### src/ssl_pkg.sv
// Package for the supply supervision logic: register map, field layout,
// reset values, filter and delay counts, modes and carried structs.
// Assumes a 20 MHz system clock and a classic Wishbone register bus.
package ssl_pkg;

   // ==========================================================
   // Clock and timing
   localparam int unsigned CLK_PERIOD_NS = 50;
   localparam int unsigned UV_FILT_NS = 50000; // Undervoltage filter time
   localparam int unsigned OV_FILT_NS = 50000; // Overvoltage filter time
   localparam int unsigned CCP_NS = 2000; // Cross-current protect time
   localparam int unsigned RD1_US = 10000; // First reset delay

   // Least time to whole cycles, never below one
   function automatic int unsigned ssl_min_cycles(input int unsigned ns);
      int unsigned cyc;
      cyc = (ns + CLK_PERIOD_NS - 1) / CLK_PERIOD_NS;
      return (cyc == 0) ? 1 : cyc;
   endfunction

   localparam int unsigned FILT_W = 16;
   localparam int unsigned RD_W = 24;
   localparam logic [FILT_W-1:0] UV_FILT_CYC = FILT_W'(ssl_min_cycles(UV_FILT_NS));
   localparam logic [FILT_W-1:0] OV_FILT_CYC = FILT_W'(ssl_min_cycles(OV_FILT_NS));
   localparam logic [FILT_W-1:0] CCP_CYC = FILT_W'(ssl_min_cycles(CCP_NS));
   localparam int unsigned RD1_CYC_DEF = ssl_min_cycles(RD1_US * 1000);

   // ==========================================================
   // Register map (byte addresses) and field positions
   localparam logic [1:0] IDX_FLAGS = 2'h0;
   localparam logic [1:0] IDX_CTRL = 2'h1;
   localparam logic [1:0] IDX_STATUS = 2'h2;
   localparam logic [3:0] ADR_FLAGS = 4'h0;
   localparam logic [3:0] ADR_CTRL = 4'h4;
   localparam logic [3:0] ADR_STATUS = 4'h8;
   localparam int unsigned CTRL_CHARGE_PUMP_ENABLE_POS = 0;
   localparam int unsigned CTRL_BREC_POS = 1;
   localparam int unsigned CTRL_OVSEL_POS = 2;
   localparam int unsigned CTRL_HBMODE_POS = 8;
   localparam int unsigned CTRL_HSOFF_POS = 16;

   // ==========================================================
   // Types
   typedef enum logic [2:0]
   {
      SSL_MODE_INIT = 3'h0,
      SSL_MODE_RESTART = 3'h1,
      SSL_MODE_NORMAL = 3'h2,
      SSL_MODE_STOP = 3'h3,
      SSL_MODE_SLEEP = 3'h4
   } ssl_mode_t;

   typedef enum logic [1:0]
   {
      SD_RUN = 2'h0,
      SD_TURNOFF = 2'h1,
      SD_CPOFF = 2'h3,
      SD_RESTART = 2'h2
   } ssl_sd_t;

   // Comparator and monitor levels from the analog side
   typedef struct packed
   {
      logic int_low;
      logic int_high1;
      logic int_high2;
      logic bridge_low;
      logic bridge_high1;
      logic bridge_high2;
      logic hs_low;
      logic hs_high;
      logic reg_ok;
      logic reg_prewarn;
      logic load_peak;
      logic cp_ok;
      logic cp_low_flag;
   } ssl_cmp_t;

   typedef struct packed
   {
      logic [3:0] hs_fault_off;
      logic [7:0] half_bridge_mode_field;
      logic ov_sel;
      logic bridge_recovery_select;
      logic charge_pump_enable;
   } ssl_ctrl_t;

   typedef struct packed
   {
      logic high_side_supply_high_flag;
      logic high_side_supply_low_flag;
      logic bridge_supply_high_flag;
      logic bridge_supply_low_flag;
      logic internal_supply_high_flag;
      logic internal_supply_low_flag;
      logic power_up;
   } ssl_flags_t;

   localparam ssl_ctrl_t CTRL_RESET = '0;
   localparam ssl_flags_t FLAGS_RESET = 7'h01;

endpackage

### src/ssl_supervisor.sv
// Supply supervision logic: filters rail comparators, latches supply flags,
// sequences bridge turn-off and charge pump shutdown, and governs recovery.
// Assumes comparator levels arrive asynchronously, the mode from same-clock
// logic, srst from the internal power-on reset, classic Wishbone software.
//
// What this block does
// - Power-on sets power-up flag and returns every register to default
// - Reset output held low until regulator good, then first reset delay
// - Internal supply below power-on threshold resets block, restarts in Init
// - Internal undervoltage monitored in Init/Restart/Normal after filter time
// - Filtered internal undervoltage suspends regulator short diagnosis only
// - Supply low/high flags latch until software clears them
// - Stop Mode: internal undervoltage off unless peak load or prewarning
// - Internal overvoltage monitored in Init/Restart/Normal after filter time
// - Fault first discharges bridges in mode 01b/10b for cross-current time
// - Charge pump off from start of bridge turn-off, passive discharge on after it
// - Recovery with pump enable 0 keeps pump and bridge off
// - Overvoltage recovery, select 0: pump restarts, bridge waits flag clear
// - Overvoltage recovery, select 1: bridge enabled once pump voltage good
// - Bridge undervoltage monitored in Init/Restart/Normal after filter
// - Bridge undervoltage recovery restarts pump, bridge waits flag clear
// - Bridge overvoltage monitored in active modes or while pump enabled
// - Bridge overvoltage recovery, select 0, needs pump enable, no pump low
// - High-side supply low disables LIN transmitter and receiver
// - High-side faults set own flag only; clear accepted after condition ends
// - High-side switches follow their configured fault response
//
// The Wishbone interface to the registers and the address map are this design's own decisions.
`timescale 1ns/1ps
`default_nettype none

module ssl_supervisor
   import ssl_pkg::*;
#(
   parameter int unsigned RD1_CYC = RD1_CYC_DEF
)
(
   input wire logic clk,
   input wire logic srst,
   input wire ssl_cmp_t cmp_i,
   input wire ssl_mode_t mode_i,
   input wire logic wb_cyc_i,
   input wire logic wb_stb_i,
   input wire logic wb_we_i,
   input wire logic [3:0] wb_adr_i,
   input wire logic [3:0] wb_sel_i,
   input wire logic [31:0] wb_dat_i,
   output logic [31:0] wb_dat_o,
   output logic wb_ack_o,
   output logic reset_out_n,
   output logic sc_diag_enable_o,
   output logic [3:0] hb_discharge_o,
   output logic cp_on_o,
   output logic cp_passive_discharge_o,
   output logic bridge_enable_o,
   output logic lin_enable_o,
   output logic [3:0] hs_fault_off_o
);

   // ==========================================================
   // State
   typedef struct packed
   {
      ssl_cmp_t s1;
      ssl_cmp_t s2;
      logic [3:0][FILT_W-1:0] filt;
      ssl_flags_t flags;
      ssl_ctrl_t ctrl;
      ssl_sd_t sd;
      logic [FILT_W-1:0] ccp_cnt;
      logic [3:0] hb_sel;
      logic cause_ov;
      logic cause_bov;
      logic cause_uv;
      logic rst_n;
      logic [RD_W-1:0] rd_cnt;
      logic ack;
      logic [31:0] dat;
   } ssl_state_t;

   ssl_state_t q;
   ssl_state_t d;
   ssl_cmp_t c;
   logic [3:0] raw;
   logic [3:0] hit;
   logic mon_on;
   logic int_uv_on;
   logic bov_on;
   logic fault;
   logic req;
   ssl_flags_t clr;
   logic restart_ok;
   logic run_ok;

   // Filter step: count consecutive comparator cycles, saturate at limit
   function automatic logic [FILT_W-1:0] ssl_filt_step(input logic [FILT_W-1:0] cnt,
                                                        input logic cmp,
                                                        input logic [FILT_W-1:0] lim);
      if (!cmp)
      begin
         return '0;
      end
      return (cnt == lim) ? cnt : cnt + 1'b1;
   endfunction

   // Bridges whose mode field asks for the static discharge
   function automatic logic [3:0] ssl_hb_pick(input logic [7:0] modes);
      logic [3:0] sel;
      sel = '0;
      for (int i = 0; i < 4; i++)
      begin
         sel[i] = (modes[2*i +: 2] == 2'b01) || (modes[2*i +: 2] == 2'b10);
      end
      return sel;
   endfunction

   // ==========================================================
   // Monitor enables and comparator filtering
   always_comb
   begin
      c = q.s2;
      mon_on = (mode_i == SSL_MODE_INIT) || (mode_i == SSL_MODE_RESTART) ||
               (mode_i == SSL_MODE_NORMAL);
      int_uv_on = mon_on || ((mode_i == SSL_MODE_STOP) && (c.load_peak || c.reg_prewarn));
      bov_on = mon_on || q.ctrl.charge_pump_enable;
      raw[0] = c.int_low && int_uv_on;
      raw[1] = (q.ctrl.ov_sel ? c.int_high2 : c.int_high1) && mon_on;
      raw[2] = c.bridge_low && mon_on;
      raw[3] = (q.ctrl.ov_sel ? c.bridge_high2 : c.bridge_high1) && bov_on;
      for (int i = 0; i < 4; i++)
      begin
         hit[i] = (q.filt[i] == ((i % 2 == 1) ? OV_FILT_CYC : UV_FILT_CYC));
      end
      fault = hit[1] || hit[2] || hit[3];
      req = wb_cyc_i && wb_stb_i && !q.ack;
      clr = '0;
      if (req && wb_we_i && (wb_adr_i[3:2] == IDX_FLAGS) && wb_sel_i[0])
      begin
         clr = ssl_flags_t'(wb_dat_i[6:0]);
      end
      restart_ok = !fault && q.ctrl.charge_pump_enable &&
                   (!q.cause_bov || q.ctrl.bridge_recovery_select || !c.cp_low_flag);
      run_ok = (!q.cause_ov || (q.ctrl.bridge_recovery_select ? c.cp_ok :
                 (!q.flags.internal_supply_high_flag && !q.flags.bridge_supply_high_flag))) &&
               (!q.cause_uv || !q.flags.bridge_supply_low_flag);
   end

   // ==========================================================
   // Next state
   always_comb
   begin
      d = q;
      d.s1 = cmp_i;
      d.s2 = q.s1;
      for (int i = 0; i < 4; i++)
      begin
         d.filt[i] = ssl_filt_step(q.filt[i], raw[i],
                                   (i % 2 == 1) ? OV_FILT_CYC : UV_FILT_CYC);
      end

      d.flags.internal_supply_low_flag = hit[0] ||
         (q.flags.internal_supply_low_flag && !clr.internal_supply_low_flag);
      d.flags.internal_supply_high_flag = hit[1] ||
         (q.flags.internal_supply_high_flag && !clr.internal_supply_high_flag);
      d.flags.bridge_supply_low_flag = hit[2] ||
         (q.flags.bridge_supply_low_flag && !clr.bridge_supply_low_flag);
      d.flags.bridge_supply_high_flag = hit[3] ||
         (q.flags.bridge_supply_high_flag && !clr.bridge_supply_high_flag);
      d.flags.high_side_supply_low_flag = c.hs_low ||
         (q.flags.high_side_supply_low_flag && !clr.high_side_supply_low_flag);
      d.flags.high_side_supply_high_flag = c.hs_high ||
         (q.flags.high_side_supply_high_flag && !clr.high_side_supply_high_flag);
      d.flags.power_up = q.flags.power_up && !clr.power_up;

      // Bus slave: one wait state, unmapped reads give zero
      d.ack = req;
      if (req)
      begin
         d.dat = '0;
         unique case (wb_adr_i[3:2])
            IDX_FLAGS:
            begin
               d.dat[6:0] = q.flags;
            end
            IDX_CTRL:
            begin
               d.dat[CTRL_CHARGE_PUMP_ENABLE_POS] = q.ctrl.charge_pump_enable;
               d.dat[CTRL_BREC_POS] = q.ctrl.bridge_recovery_select;
               d.dat[CTRL_OVSEL_POS] = q.ctrl.ov_sel;
               d.dat[CTRL_HBMODE_POS +: 8] = q.ctrl.half_bridge_mode_field;
               d.dat[CTRL_HSOFF_POS +: 4] = q.ctrl.hs_fault_off;
               if (wb_we_i && wb_sel_i[0])
               begin
                  d.ctrl.charge_pump_enable = wb_dat_i[CTRL_CHARGE_PUMP_ENABLE_POS];
                  d.ctrl.bridge_recovery_select = wb_dat_i[CTRL_BREC_POS];
                  d.ctrl.ov_sel = wb_dat_i[CTRL_OVSEL_POS];
               end
               if (wb_we_i && wb_sel_i[1])
               begin
                  d.ctrl.half_bridge_mode_field = wb_dat_i[CTRL_HBMODE_POS +: 8];
               end
               if (wb_we_i && wb_sel_i[2])
               begin
                  d.ctrl.hs_fault_off = wb_dat_i[CTRL_HSOFF_POS +: 4];
               end
            end
            IDX_STATUS:
            begin
               d.dat[1:0] = q.sd;
               d.dat[2] = q.rst_n;
               d.dat[3] = !hit[0];
               d.dat[7:4] = hb_discharge_o;
               d.dat[8] = cp_on_o;
               d.dat[9] = bridge_enable_o;
               d.dat[10] = lin_enable_o;
            end
            default:
            begin
               d.dat = '0;
            end
         endcase
      end

      // Shutdown and recovery sequence
      unique case (q.sd)
         SD_RUN:
         begin
            if (fault)
            begin
               d.sd = SD_TURNOFF;
               d.hb_sel = ssl_hb_pick(q.ctrl.half_bridge_mode_field);
               d.ccp_cnt = '0;
            end
         end
         SD_TURNOFF:
         begin
            d.ccp_cnt = q.ccp_cnt + 1'b1;
            if (q.ccp_cnt == CCP_CYC - 1'b1)
            begin
               d.sd = SD_CPOFF;
            end
         end
         SD_CPOFF:
         begin
            if (restart_ok)
            begin
               d.sd = SD_RESTART;
            end
         end
         SD_RESTART:
         begin
            if (fault)
            begin
               d.sd = SD_TURNOFF;
               d.hb_sel = ssl_hb_pick(q.ctrl.half_bridge_mode_field);
               d.ccp_cnt = '0;
            end
            else if (!q.ctrl.charge_pump_enable)
            begin
               d.sd = SD_CPOFF;
            end
            else if (run_ok)
            begin
               d.sd = SD_RUN;
            end
         end
      endcase
      // Remember what caused the shutdown until the bridge runs again
      if (d.sd == SD_RUN)
      begin
         d.cause_ov = 1'b0;
         d.cause_bov = 1'b0;
         d.cause_uv = 1'b0;
      end
      else
      begin
         d.cause_ov = q.cause_ov || hit[1] || hit[3];
         d.cause_bov = q.cause_bov || hit[3];
         d.cause_uv = q.cause_uv || hit[2];
      end

      // reset held until regulator good plus delay
      if (!c.reg_ok)
      begin
         d.rst_n = 1'b0;
         d.rd_cnt = '0;
      end
      else if (!q.rst_n)
      begin
         d.rd_cnt = q.rd_cnt + 1'b1;
         d.rst_n = (q.rd_cnt == RD_W'(RD1_CYC - 1));
      end
   end

   // ==========================================================
   // Registers
   // power-on defaults and power-up flag
   always_ff @(posedge clk)
   begin
      if (srst)
      begin
         q <= '0;
         q.flags <= FLAGS_RESET;
         q.ctrl <= CTRL_RESET;
         q.sd <= SD_RUN;
      end
      else
      begin
         q <= d;
      end
   end

   // ==========================================================
   // Outputs
   assign wb_ack_o = q.ack;
   assign wb_dat_o = q.dat;
   assign reset_out_n = q.rst_n;
   // short diagnosis paused during filtered low supply
   assign sc_diag_enable_o = !hit[0];
   assign hb_discharge_o = (q.sd == SD_TURNOFF) ? q.hb_sel : 4'h0;
   assign cp_on_o = q.ctrl.charge_pump_enable && ((q.sd == SD_RUN) || (q.sd == SD_RESTART));
   assign cp_passive_discharge_o = (q.sd == SD_CPOFF);
   assign bridge_enable_o = (q.sd == SD_RUN) && q.ctrl.charge_pump_enable;
   // LIN off while high-side rail low
   assign lin_enable_o = !q.s2.hs_low;
   assign hs_fault_off_o = q.ctrl.hs_fault_off & {4{q.s2.hs_low || q.s2.hs_high}};
endmodule

`default_nettype wire

### config.mk
export PLATFORM = sky130hd
export DESIGN_NAME = ssl_supervisor
export DESIGN_NICKNAME = d
export VERILOG_FILES = /design/src/ssl_pkg.sv /design/src/ssl_supervisor.sv
export SDC_FILE = /design/constraint.sdc
export NUM_CORES = 1
export LEC_CHECK = 0
export BUFFER_PORTS_ARGS = -buffer_cell sky130_fd_sc_hd__buf_4
export CAP_MARGIN = 20
export CELL_PAD_IN_SITES_DETAIL_PLACEMENT = 1
export CELL_PAD_IN_SITES_GLOBAL_PLACEMENT = 1
export CORE_ASPECT_RATIO = 2
export CORE_MARGIN = 2
export CORE_UTILIZATION = 39
export DETAILED_ROUTE_END_ITERATION = 12
export GPL_TIMING_DRIVEN = 0
export PLACE_DENSITY_LB_ADDON = 0.1
export SYNTH_ARGS = -nofsm -noshare
export SYNTH_HDL_FRONTEND = slang
export SYNTH_SLANG_ARGS = --single-unit
### constraint.sdc
create_clock -name clk -period 1.8 [get_ports clk]
set_input_delay 0.36 -clock clk [delete_from_list [all_inputs] [get_ports clk]]
set_output_delay 0.36 -clock clk [all_outputs]
set_load 0.03 [all_outputs]
Word level (Yosys, flattened, before mapping)
Cells that the tools add are included.

Bits in writable memories: 0. Bits of input ports: 61. Output and inout bits: 47. Bits in latches: 0. Bits in read-only memories: 0. Bits in registers: 183. Memories: 0. Logic and storage cells: 197.

Shift operators: 0. Reduce and logical (&&, ||, !) cells: 88. Div/mod/pow operators: 0. Bitwise operators: 6. $add $sub $neg: 6. Equal/unequal tests: 24. Magnitude comparators: 0. Multiplexer cells: 21. Multipliers: 0.

Operator list (number): adder 16 x 1 -> 16 bit (second input constant) (5); equality test 16 x 10 -> 1 bit (second input constant) (4); case mux 16 bit (3 select lines) (1); logical OR 1 bit (27); logical AND 1 bit (26); 2-to-1 mux 25 bit (1); adder 24 x 1 -> 24 bit (second input constant) (1); equality test 24 x 18 -> 1 bit (second input constant) (1); 2-to-1 mux 22 bit (1); 2-to-1 mux 20 bit (1); logical NOT 1 bit (18); equality test 16 x 6 -> 1 bit (second input constant) (1); case mux 4 bit (2 select lines) (2); AND reduction 3 bit (5); equality test 2 bit (second input constant) (7); equality test 2 x 1 -> 1 bit (second input constant) (6); OR reduction 2 bit (6); 2-to-1 mux 2 bit (5); 2-to-1 mux 9 bit (1); case mux 3 bit (3 select lines) (1); case mux 2 bit (4 select lines) (1); 2-to-1 mux 7 bit (1); equality test 3 x 2 -> 1 bit (second input constant) (2); logical NOT 2 bit (3); 10 further kinds (18).

Depth between registers and ports, before layout
Gate-level depths: netlist of the first run.

Depth after elaboration: 11. Mapped depth: 8. Gate-level depth less buffers: 7.

Worst setup path before layout of the first run
Ideal clock, no wire load.

Path kind: register -> register. Start: register q (netlist bit reset_out_n). End: register q[56] (netlist bit). Stages on the path, launching flop included: 8. Buffers on the path: 2. Data required time: 1680 ps. Library setup time: 120 ps. Slack: -140 ps. Arrival time: 1821 ps. Period minus slack after synthesis: 1940 ps. Cell sequence: dfxtp_1 buf_2 nand4b_2 or4_1 buf_2 nor4_2 xnor2_1 nor2_1.

RTL lines: start, declared (line ssl_supervisor.sv:81) `ssl_state_t q;`.

Worst setup path in the final report of the first run
Start: register q[153] (netlist bit). End: register q[80] (netlist bit).

Cells in the longest elaborated chain, start to end: 4. Elaborated cells on any way between the ends: 5. Those cells by class: eq/ne (3); reduce/logical (2).

RTL lines: equality test 16 x 10 -> 1 bit * (line ssl_supervisor.sv:132) `hit[i] = (q.filt[i] == ((i % 2 == 1) ? OV_FILT_CYC : UV_FILT_CYC));`; logical OR 1 bit * (line ssl_supervisor.sv:134) `fault = hit[1] || hit[2] || hit[3];`; inequality test 2 bit (no line); AND reduction 3 bit (no line) *.

Every way passes the cells marked *; elsewhere a longest branch is shown, timed or not. A chain may end at the register's enable or synchronous reset.

==> key figures, run 1 <==
Run status
  – Status: complete, but fails checks
  – Failing checks: setup timing

Cells and area
  – Fin util: 51.4%
  – Antenna cells: 0
  – Fin cells: 1364
  – Multi-input logic area: 0.00453 mm^2
  – Synth-to-layout area growth: 30.7%
  – Most frequent cells in the layout: dfxtp_1, buf_4, nor2_1
  – Post-route cell area: 0.0107 mm^2
  – # nets final: 1163
  – Most common cell after layout, fill and taps aside: dfxtp_1
  – Fillers: 2481
  – FF/Latch Area: 0.00373 mm^2
  – Layout cells sized above 1: 27.8%

Power and ir drop
  – Total Power: 8.38 mW
  – Peak VDD IR: 0.559 mV
  – PD cells: 783 mW/mm^2
  – Leakage power: 4.09 nW

Detailed routing
  – Post-route ant nets: 0
  – Routed length per instance: 17.5 um
  – Via density: 5.23
  – DRC: 0
  – Total number of vias: 7131
  – Iteration-0 DRC Markers: 255
  – DRT Pass-1 Iters: 4
  – Routed WL: 23800 um

Clock network
  – Clock transition at the registers of the reported paths: 0.07 ns
  – Sinks on Clock Net: 183
  – CTS max path bufs: 2
  – CTS tree: yes
  – Cts bufs inserted: 17
  – Root Buffer: clkbuf_16
  – Worst skew pair latency: 0.46 ns
  – H-tree depth: 4
  – CTS Hold Bufs: 0

STA
  – Final Setup Violations: 30
  – Pin slew with the least headroom to its limit: 0.675 ns
  – Final worst slack: -0.271 ns
  – Crit path time final: 2.07 ns
  – Fin Setup TNS: -4.29 ns
  – Fin. max-slew vios: 0
  – Skew final: 0.00934 ns
  – RSZ-0062 raised after global routing: true
  – Final hold vios: 0
  – Final worst path period share: 115%
  – Fmax: 0.483 GHz
  – WHS: 0.110 ns
  – Slew headroom: 55.0%

Placement
  – Gpl congestion: 0.808
  – Placed instance area: 0.00920 mm^2
  – # port buffers: 79
  – DP Wirelength: 17200 um
  – Pre-CTS WS: -0.703 ns
  – Placed cells: 1295

Logic synthesis
  – Sequential area share after synthesis: 44.7%
  – Leading register cell type out of synthesis: dfxtp_1
  – Async S/R FF share, synth: 0%
  – EDFF count, synth: 0
  – Flops & latches, synth: 183
  – Cells after Synth: 936
  – Unique masters post-synth: 63
  – Synthesis Warnings: 0
  – Post-Syn Area: 0.00819 mm^2
  – Average size of a mapped cell: 8.75 um^2

Worst setup path
  – WP data arrival: 2.47 ns
  – Setup CP Type: register to register
  – Largest fanout on the critical path: 5
  – Worst setup EP type: register
  – CP startpoint kind: register
  – Worst EP required: 2.19 ns

GRT
  – Tot GR Track Use: 22.2%
  – Grt ovf: 0
  – Vias in the first global route: 7587
  – Antenna violations before repair: 0
  – First-pass GRT wire length: 38200 um
  – Largest net degree at the start of global routing: 17

Floorplanning
  – DIE HEIGHT: 209 um
  – Area of the core: 0.0208 mm^2
  – # rows: 75
  – Initial Util: 39.3%
  – # IOs: 108
  – Die Area: 0.0222 mm^2
  – Die X: 106 um

Run
  – MaxCap Viol Count: 0

Min path
  – HP Class: primary input to register
## cell usage after synthesis, types with 21 or more instances
cell type    n  area (um^2)
nand2_1     78          293
nor2_1     133          499
clkbuf_1    27          101
nand3_1     44          220
xor2_1      49          429
inv_1       21         78.8
buf_4       33          248
o21ai_0     23          115
xnor2_1     26          228
nor2b_1     32          200
dfxtp_1    183         3660
nand4_1     26          163
mux2i_1     21          210
a21oi_1     51          255
## path summary, 6_finish.rpt
kind	startpoint	endpoint	slack (ns)	cells past startpoint
max	q[153]$_SDFFE_PP0N_	q[80]$_SDFFE_PP0P_	-0.27	9
min	cmp_i[5]	d[174]$_SDFF_PP0_	0.11	2
max reg2reg	q[153]$_SDFFE_PP0N_	q[80]$_SDFFE_PP0P_	-0.27	9
min reg2reg	d[176]$_SDFF_PP0_	c[7]$_SDFF_PP0_	0.44	1
## flip-flops by register name (all words and copies together) (netlist names)
name,cells
wb_ack_o,1
reset_out_n,1
q,135
c,13
wb_dat_o,20
d,13
## critical path, cell delays in order, from the launching register on
cell     delay, ns
dfxtp_4       0.35
inv_4         0.05
ha_4          0.11
nor3b_4       0.18
nand4_1       0.13
buf_6         0.16
a41o_4        0.25
buf_6         0.13
or4b_4        0.48
a21oi_2       0.14
## cell families after synthesis
kind of cell    after synthesis  share of synthesized area [%]
mux                          22                           2.70
simple gates                433                           27.2
xor+xnor                     75                           8.02
flops                       183                           44.7
compound gates              115                           8.78
buf+inv                      89                           5.74
fa+ha+maj                    18                           2.75
other cells                   1                         0.0458
## layer usage
layer  part of all wire (%)  vias to the layer above  wire length, um  track usage, %
li1                       -                     3484                -               -
met1                     36                     3475             8560            21.0
met2                     57                      127            13600            43.1
met3                    3.3                       45              777            5.43
met4                    3.6                        0              869            11.0
met5                      0                        -                0               0
## report_power, final
group | internal (mW) | total (mW) | switching (mW)
clock network | 2.31 | 3.91 | 1.60
registers | 4.07 | 4.09 | 0.0195
logic | 0.154 | 0.375 | 0.221
total | 6.53 | 8.38 | 1.85
## what timing repair did
| item | 4_1_cts | 5_1_grt |
|---|---|---|
| gates resized for setup | 110 | 51 |
| setup endpoints to repair | 84 | 62 |
| pin swaps | 39 | 27 |
| buffers inserted | 31 | 13 |
| gates cloned | 2 | 0 |
## final cells by class
class                   count  area share [%]
clock inverters             8            1.13
inverters                  21           0.830
well taps                 269            3.14
flip-flops and latches    183            34.9
multi-input cells         675            42.3
repair buffers            123            9.29
plain buffers              63            3.95
clock buffers              22            4.52
Note: power is estimated with default switching activity, not from simulation.
==> run 2: changes to the inputs <==
--- a/config.mk
+++ b/config.mk
@@ -11,7 +11,7 @@
 export CELL_PAD_IN_SITES_GLOBAL_PLACEMENT = 1
 export CORE_ASPECT_RATIO = 2
 export CORE_MARGIN = 2
-export CORE_UTILIZATION = 39
+export CORE_UTILIZATION = 47
 export DETAILED_ROUTE_END_ITERATION = 12
 export GPL_TIMING_DRIVEN = 0
 export PLACE_DENSITY_LB_ADDON = 0.1
==> constraint.sdc (replaced) <==
create_clock -name clk -period 2.5 [get_ports clk]
set_input_delay 0.5 -clock clk [delete_from_list [all_inputs] [get_ports clk]]
set_output_delay 0.5 -clock clk [all_outputs]
set_load 0.03 [all_outputs]
==> run 2 against run 1 <==
The flow now finishes without violations; sequential power shrank 28%; highest routed layer unchanged; core utilization grew 4.8 points; first-iteration DRC count shrank 30%; wire length shrank 1.5%.
==> key figures, run 2 (synthesized netlist as in run 1, its figures left out) <==
STA
  – Final worst path period share: 95.2% (-20 points)
  – Final hold vios: 0 (unchanged)
  – Slew headroom: 47.6% (-7.4 points)
  – Fin. max-slew vios: 0 (unchanged)
  – Final Setup Violations: 0 (-100%)
  – RSZ-0062 raised after global routing: false
  – Final worst slack: 0.120 ns (+0.391 ns)
  – Pin slew with the least headroom to its limit: 0.781 ns (+0.106 ns)
  – Crit path time final: 2.38 ns (+0.309 ns)
  – Fin Setup TNS: 0 ns (+4.29 ns)
  – Fmax: 0.420 GHz (-13%)
  – Skew final: 0.0133 ns (+0.00399 ns)
  – WHS: 0.278 ns (+0.168 ns)

Floorplanning
  – # rows: 68 (-9.3%)
  – Area of the core: 0.0172 mm^2 (-18%)
  – Initial Util: 47.7% (+8.3 points)
  – Die Area: 0.0186 mm^2 (-17%)
  – # IOs: 108 (unchanged)
  – DIE HEIGHT: 191 um (-8.7%)
  – Die X: 97.3 um (-8.6%)

Cells and area
  – Post-route cell area: 0.00965 mm^2 (-9.9%)
  – Most frequent cells in the layout: dfxtp_1, nor2_1, buf_4
  – Most common cell after layout, fill and taps aside: dfxtp_1
  – # nets final: 1126 (-3.2%)
  – Max FFs per register: 135 (unchanged)
  – Fillers: 2069 (-17%)
  – Synth-to-layout area growth: 17.8%
  – Antenna cells: 0 (unchanged)
  – Layout cells sized above 1: 15.7% (-12 points)
  – Largest reg by FF count: q

Detailed routing
  – Iteration-0 DRC Markers: 179 (-30%)
  – DRC: 0 (unchanged)
  – DRT Pass-1 Iters: 4 (unchanged)
  – Total number of vias: 7062 (-0.97%)
  – Routed length per instance: 18.5 um (+5.9%)
  – Post-route ant nets: 0 (unchanged)
  – Routed WL: 23500 um (-1.5%)
  – Via density: 5.57 (+6.4%)

GRT
  – Grt ovf: 0 (unchanged)
  – Antenna violations before repair: 0 (unchanged)
  – Tot GR Track Use: 25.8% (+3.5 points)
  – First-pass GRT wire length: 37900 um (-0.76%)
  – Largest net degree at the start of global routing: 17 (unchanged)
  – Vias in the first global route: 7517 (-0.92%)

Power and ir drop
  – Total Power: 5.68 mW (-32%)
  – PD cells: 588 mW/mm^2 (-25%)
  – Leakage power: 3.65 nW (-11%)
  – Peak VDD IR: 0.411 mV (-26%)

Placement
  – DP Wirelength: 17800 um (+3.4%)
  – Pre-CTS WS: -0.0956 ns (+0.607 ns)
  – Placed instance area: 0.00909 mm^2 (-1.2%)
  – # port buffers: 79 (unchanged)
  – Gpl congestion: 0.887 (+9.8%)

Worst setup path
  – R2r setup slk: 0.12 ns (+0.39 ns)
  – Worst setup EP type: register
  – WP data arrival: 2.64 ns (+0.17 ns)
  – Worst EP required: 2.76 ns (+0.57 ns)
  – CP startpoint kind: register
  – Setup CP Type: register to register
  – Largest fanout on the critical path: 10 (+5)

Clock network
  – CTS Hold Bufs: 0 (unchanged)
  – CTS max path bufs: 2 (unchanged)
  – CTS tree: yes
  – Sinks on Clock Net: 183 (unchanged)
  – Root Buffer: clkbuf_16
  – Cts bufs inserted: 17 (unchanged)
  – Worst skew pair latency: 0.43 ns (-0.03 ns)
  – Clock transition at the registers of the reported paths: 0.06 ns (about the same)
  – H-tree depth: 4 (unchanged)

Run
  – MaxCap Viol Count: 0 (unchanged)

Run status
  – Status: finished, final reports clean

Min path
  – HP Class: primary input to register
==> run 2: cell count changes in the layout (fill, tap and decap cells not counted), moves of 6 or more <==
cell | previous run | this run
buf_6 | 17 | 1
inv_1 | 12 | 21
a21oi_1 | 43 | 51
ha_4 | 7 | 0
dfxtp_1 | 153 | 181
a21oi_2 | 8 | 0
dfxtp_2 | 17 | 2
buf_4 | 139 | 113
inv_2 | 6 | 0
dfxtp_4 | 13 | 0
clkbuf_1 | 18 | 28
ha_1 | 11 | 18
==> run 2: path summary, 6_finish.rpt <==
check	depth (start not counted)	from	to
hold reg to reg	1	d[169]$_SDFF_PP0_	c[0]$_SDFF_PP0_
setup reg to reg	8	q[153]$_SDFFE_PP0N_	q[59]$_SDFF_PP0_
hold / removal	2	cmp_i[5]	d[174]$_SDFF_PP0_
setup / recovery	8	q[153]$_SDFFE_PP0N_	q[59]$_SDFF_PP0_
==> run 2: per-stage QoR <==
stage	util (%)	cells
4_1_cts	56.1	1269
2_1_floorplan	-	947
6_report	56.2	1269
5_1_grt	56.2	1269
3_3_place_gp	52.9	1236
3_5_place_dp	52.9	1237
==> run 2: repair_timing <==
item                                   in CTS  in global routing
pin swaps                                   1                  0
resized for setup                           4                  4
setup endpoints to repair                  14                 11
buffers inserted                            1                  0
gates cloned                                0                  0
endpoints found under the hold margin       0                  0
==> run 2: area by class of cell <==
cell class,instances,area [um^2],area share (%)
sequential,183,3670,38.0
multi-input combinational,675,4120,42.7
inverter,21,78.8,0.817
buffer,68,395,4.10
timing repair buffer,81,606,6.27
clock inverter,11,77.6,0.804
tap,210,263,2.72
clock buffer,20,447,4.63
==> run 2: critical path, stage by stage (launching register included) <==
cell	delay, ns
dfxtp_1	0.42
inv_1	0.07
ha_1	0.19
nor3b_1	0.14
nand4_1	0.23
clkbuf_4	0.33
o211ai_1	0.20
a221oi_2	0.47
a221oi_1	0.17
==> run 2: routing by layer <==
layer / vias to the layer above / routed length [um] / GRT usage [%]
met5: - / 0 / 0
met4: 0 / 918 / 12.2
met3: 54 / 515 / 3.89
met2: 130 / 14000 / 54.3
met1: 3462 / 8010 / 22.9
li1: 3416 / - / -
==> run 2: power by group <==
| part | internal [mW] | total, mW | switching [mW] |
|---|---|---|---|
| Clock | 1.29 | 2.46 | 1.16 |
| Combinational | 0.106 | 0.262 | 0.156 |
| Sequential | 2.94 | 2.96 | 0.0146 |
| Total | 4.34 | 5.68 | 1.33 |
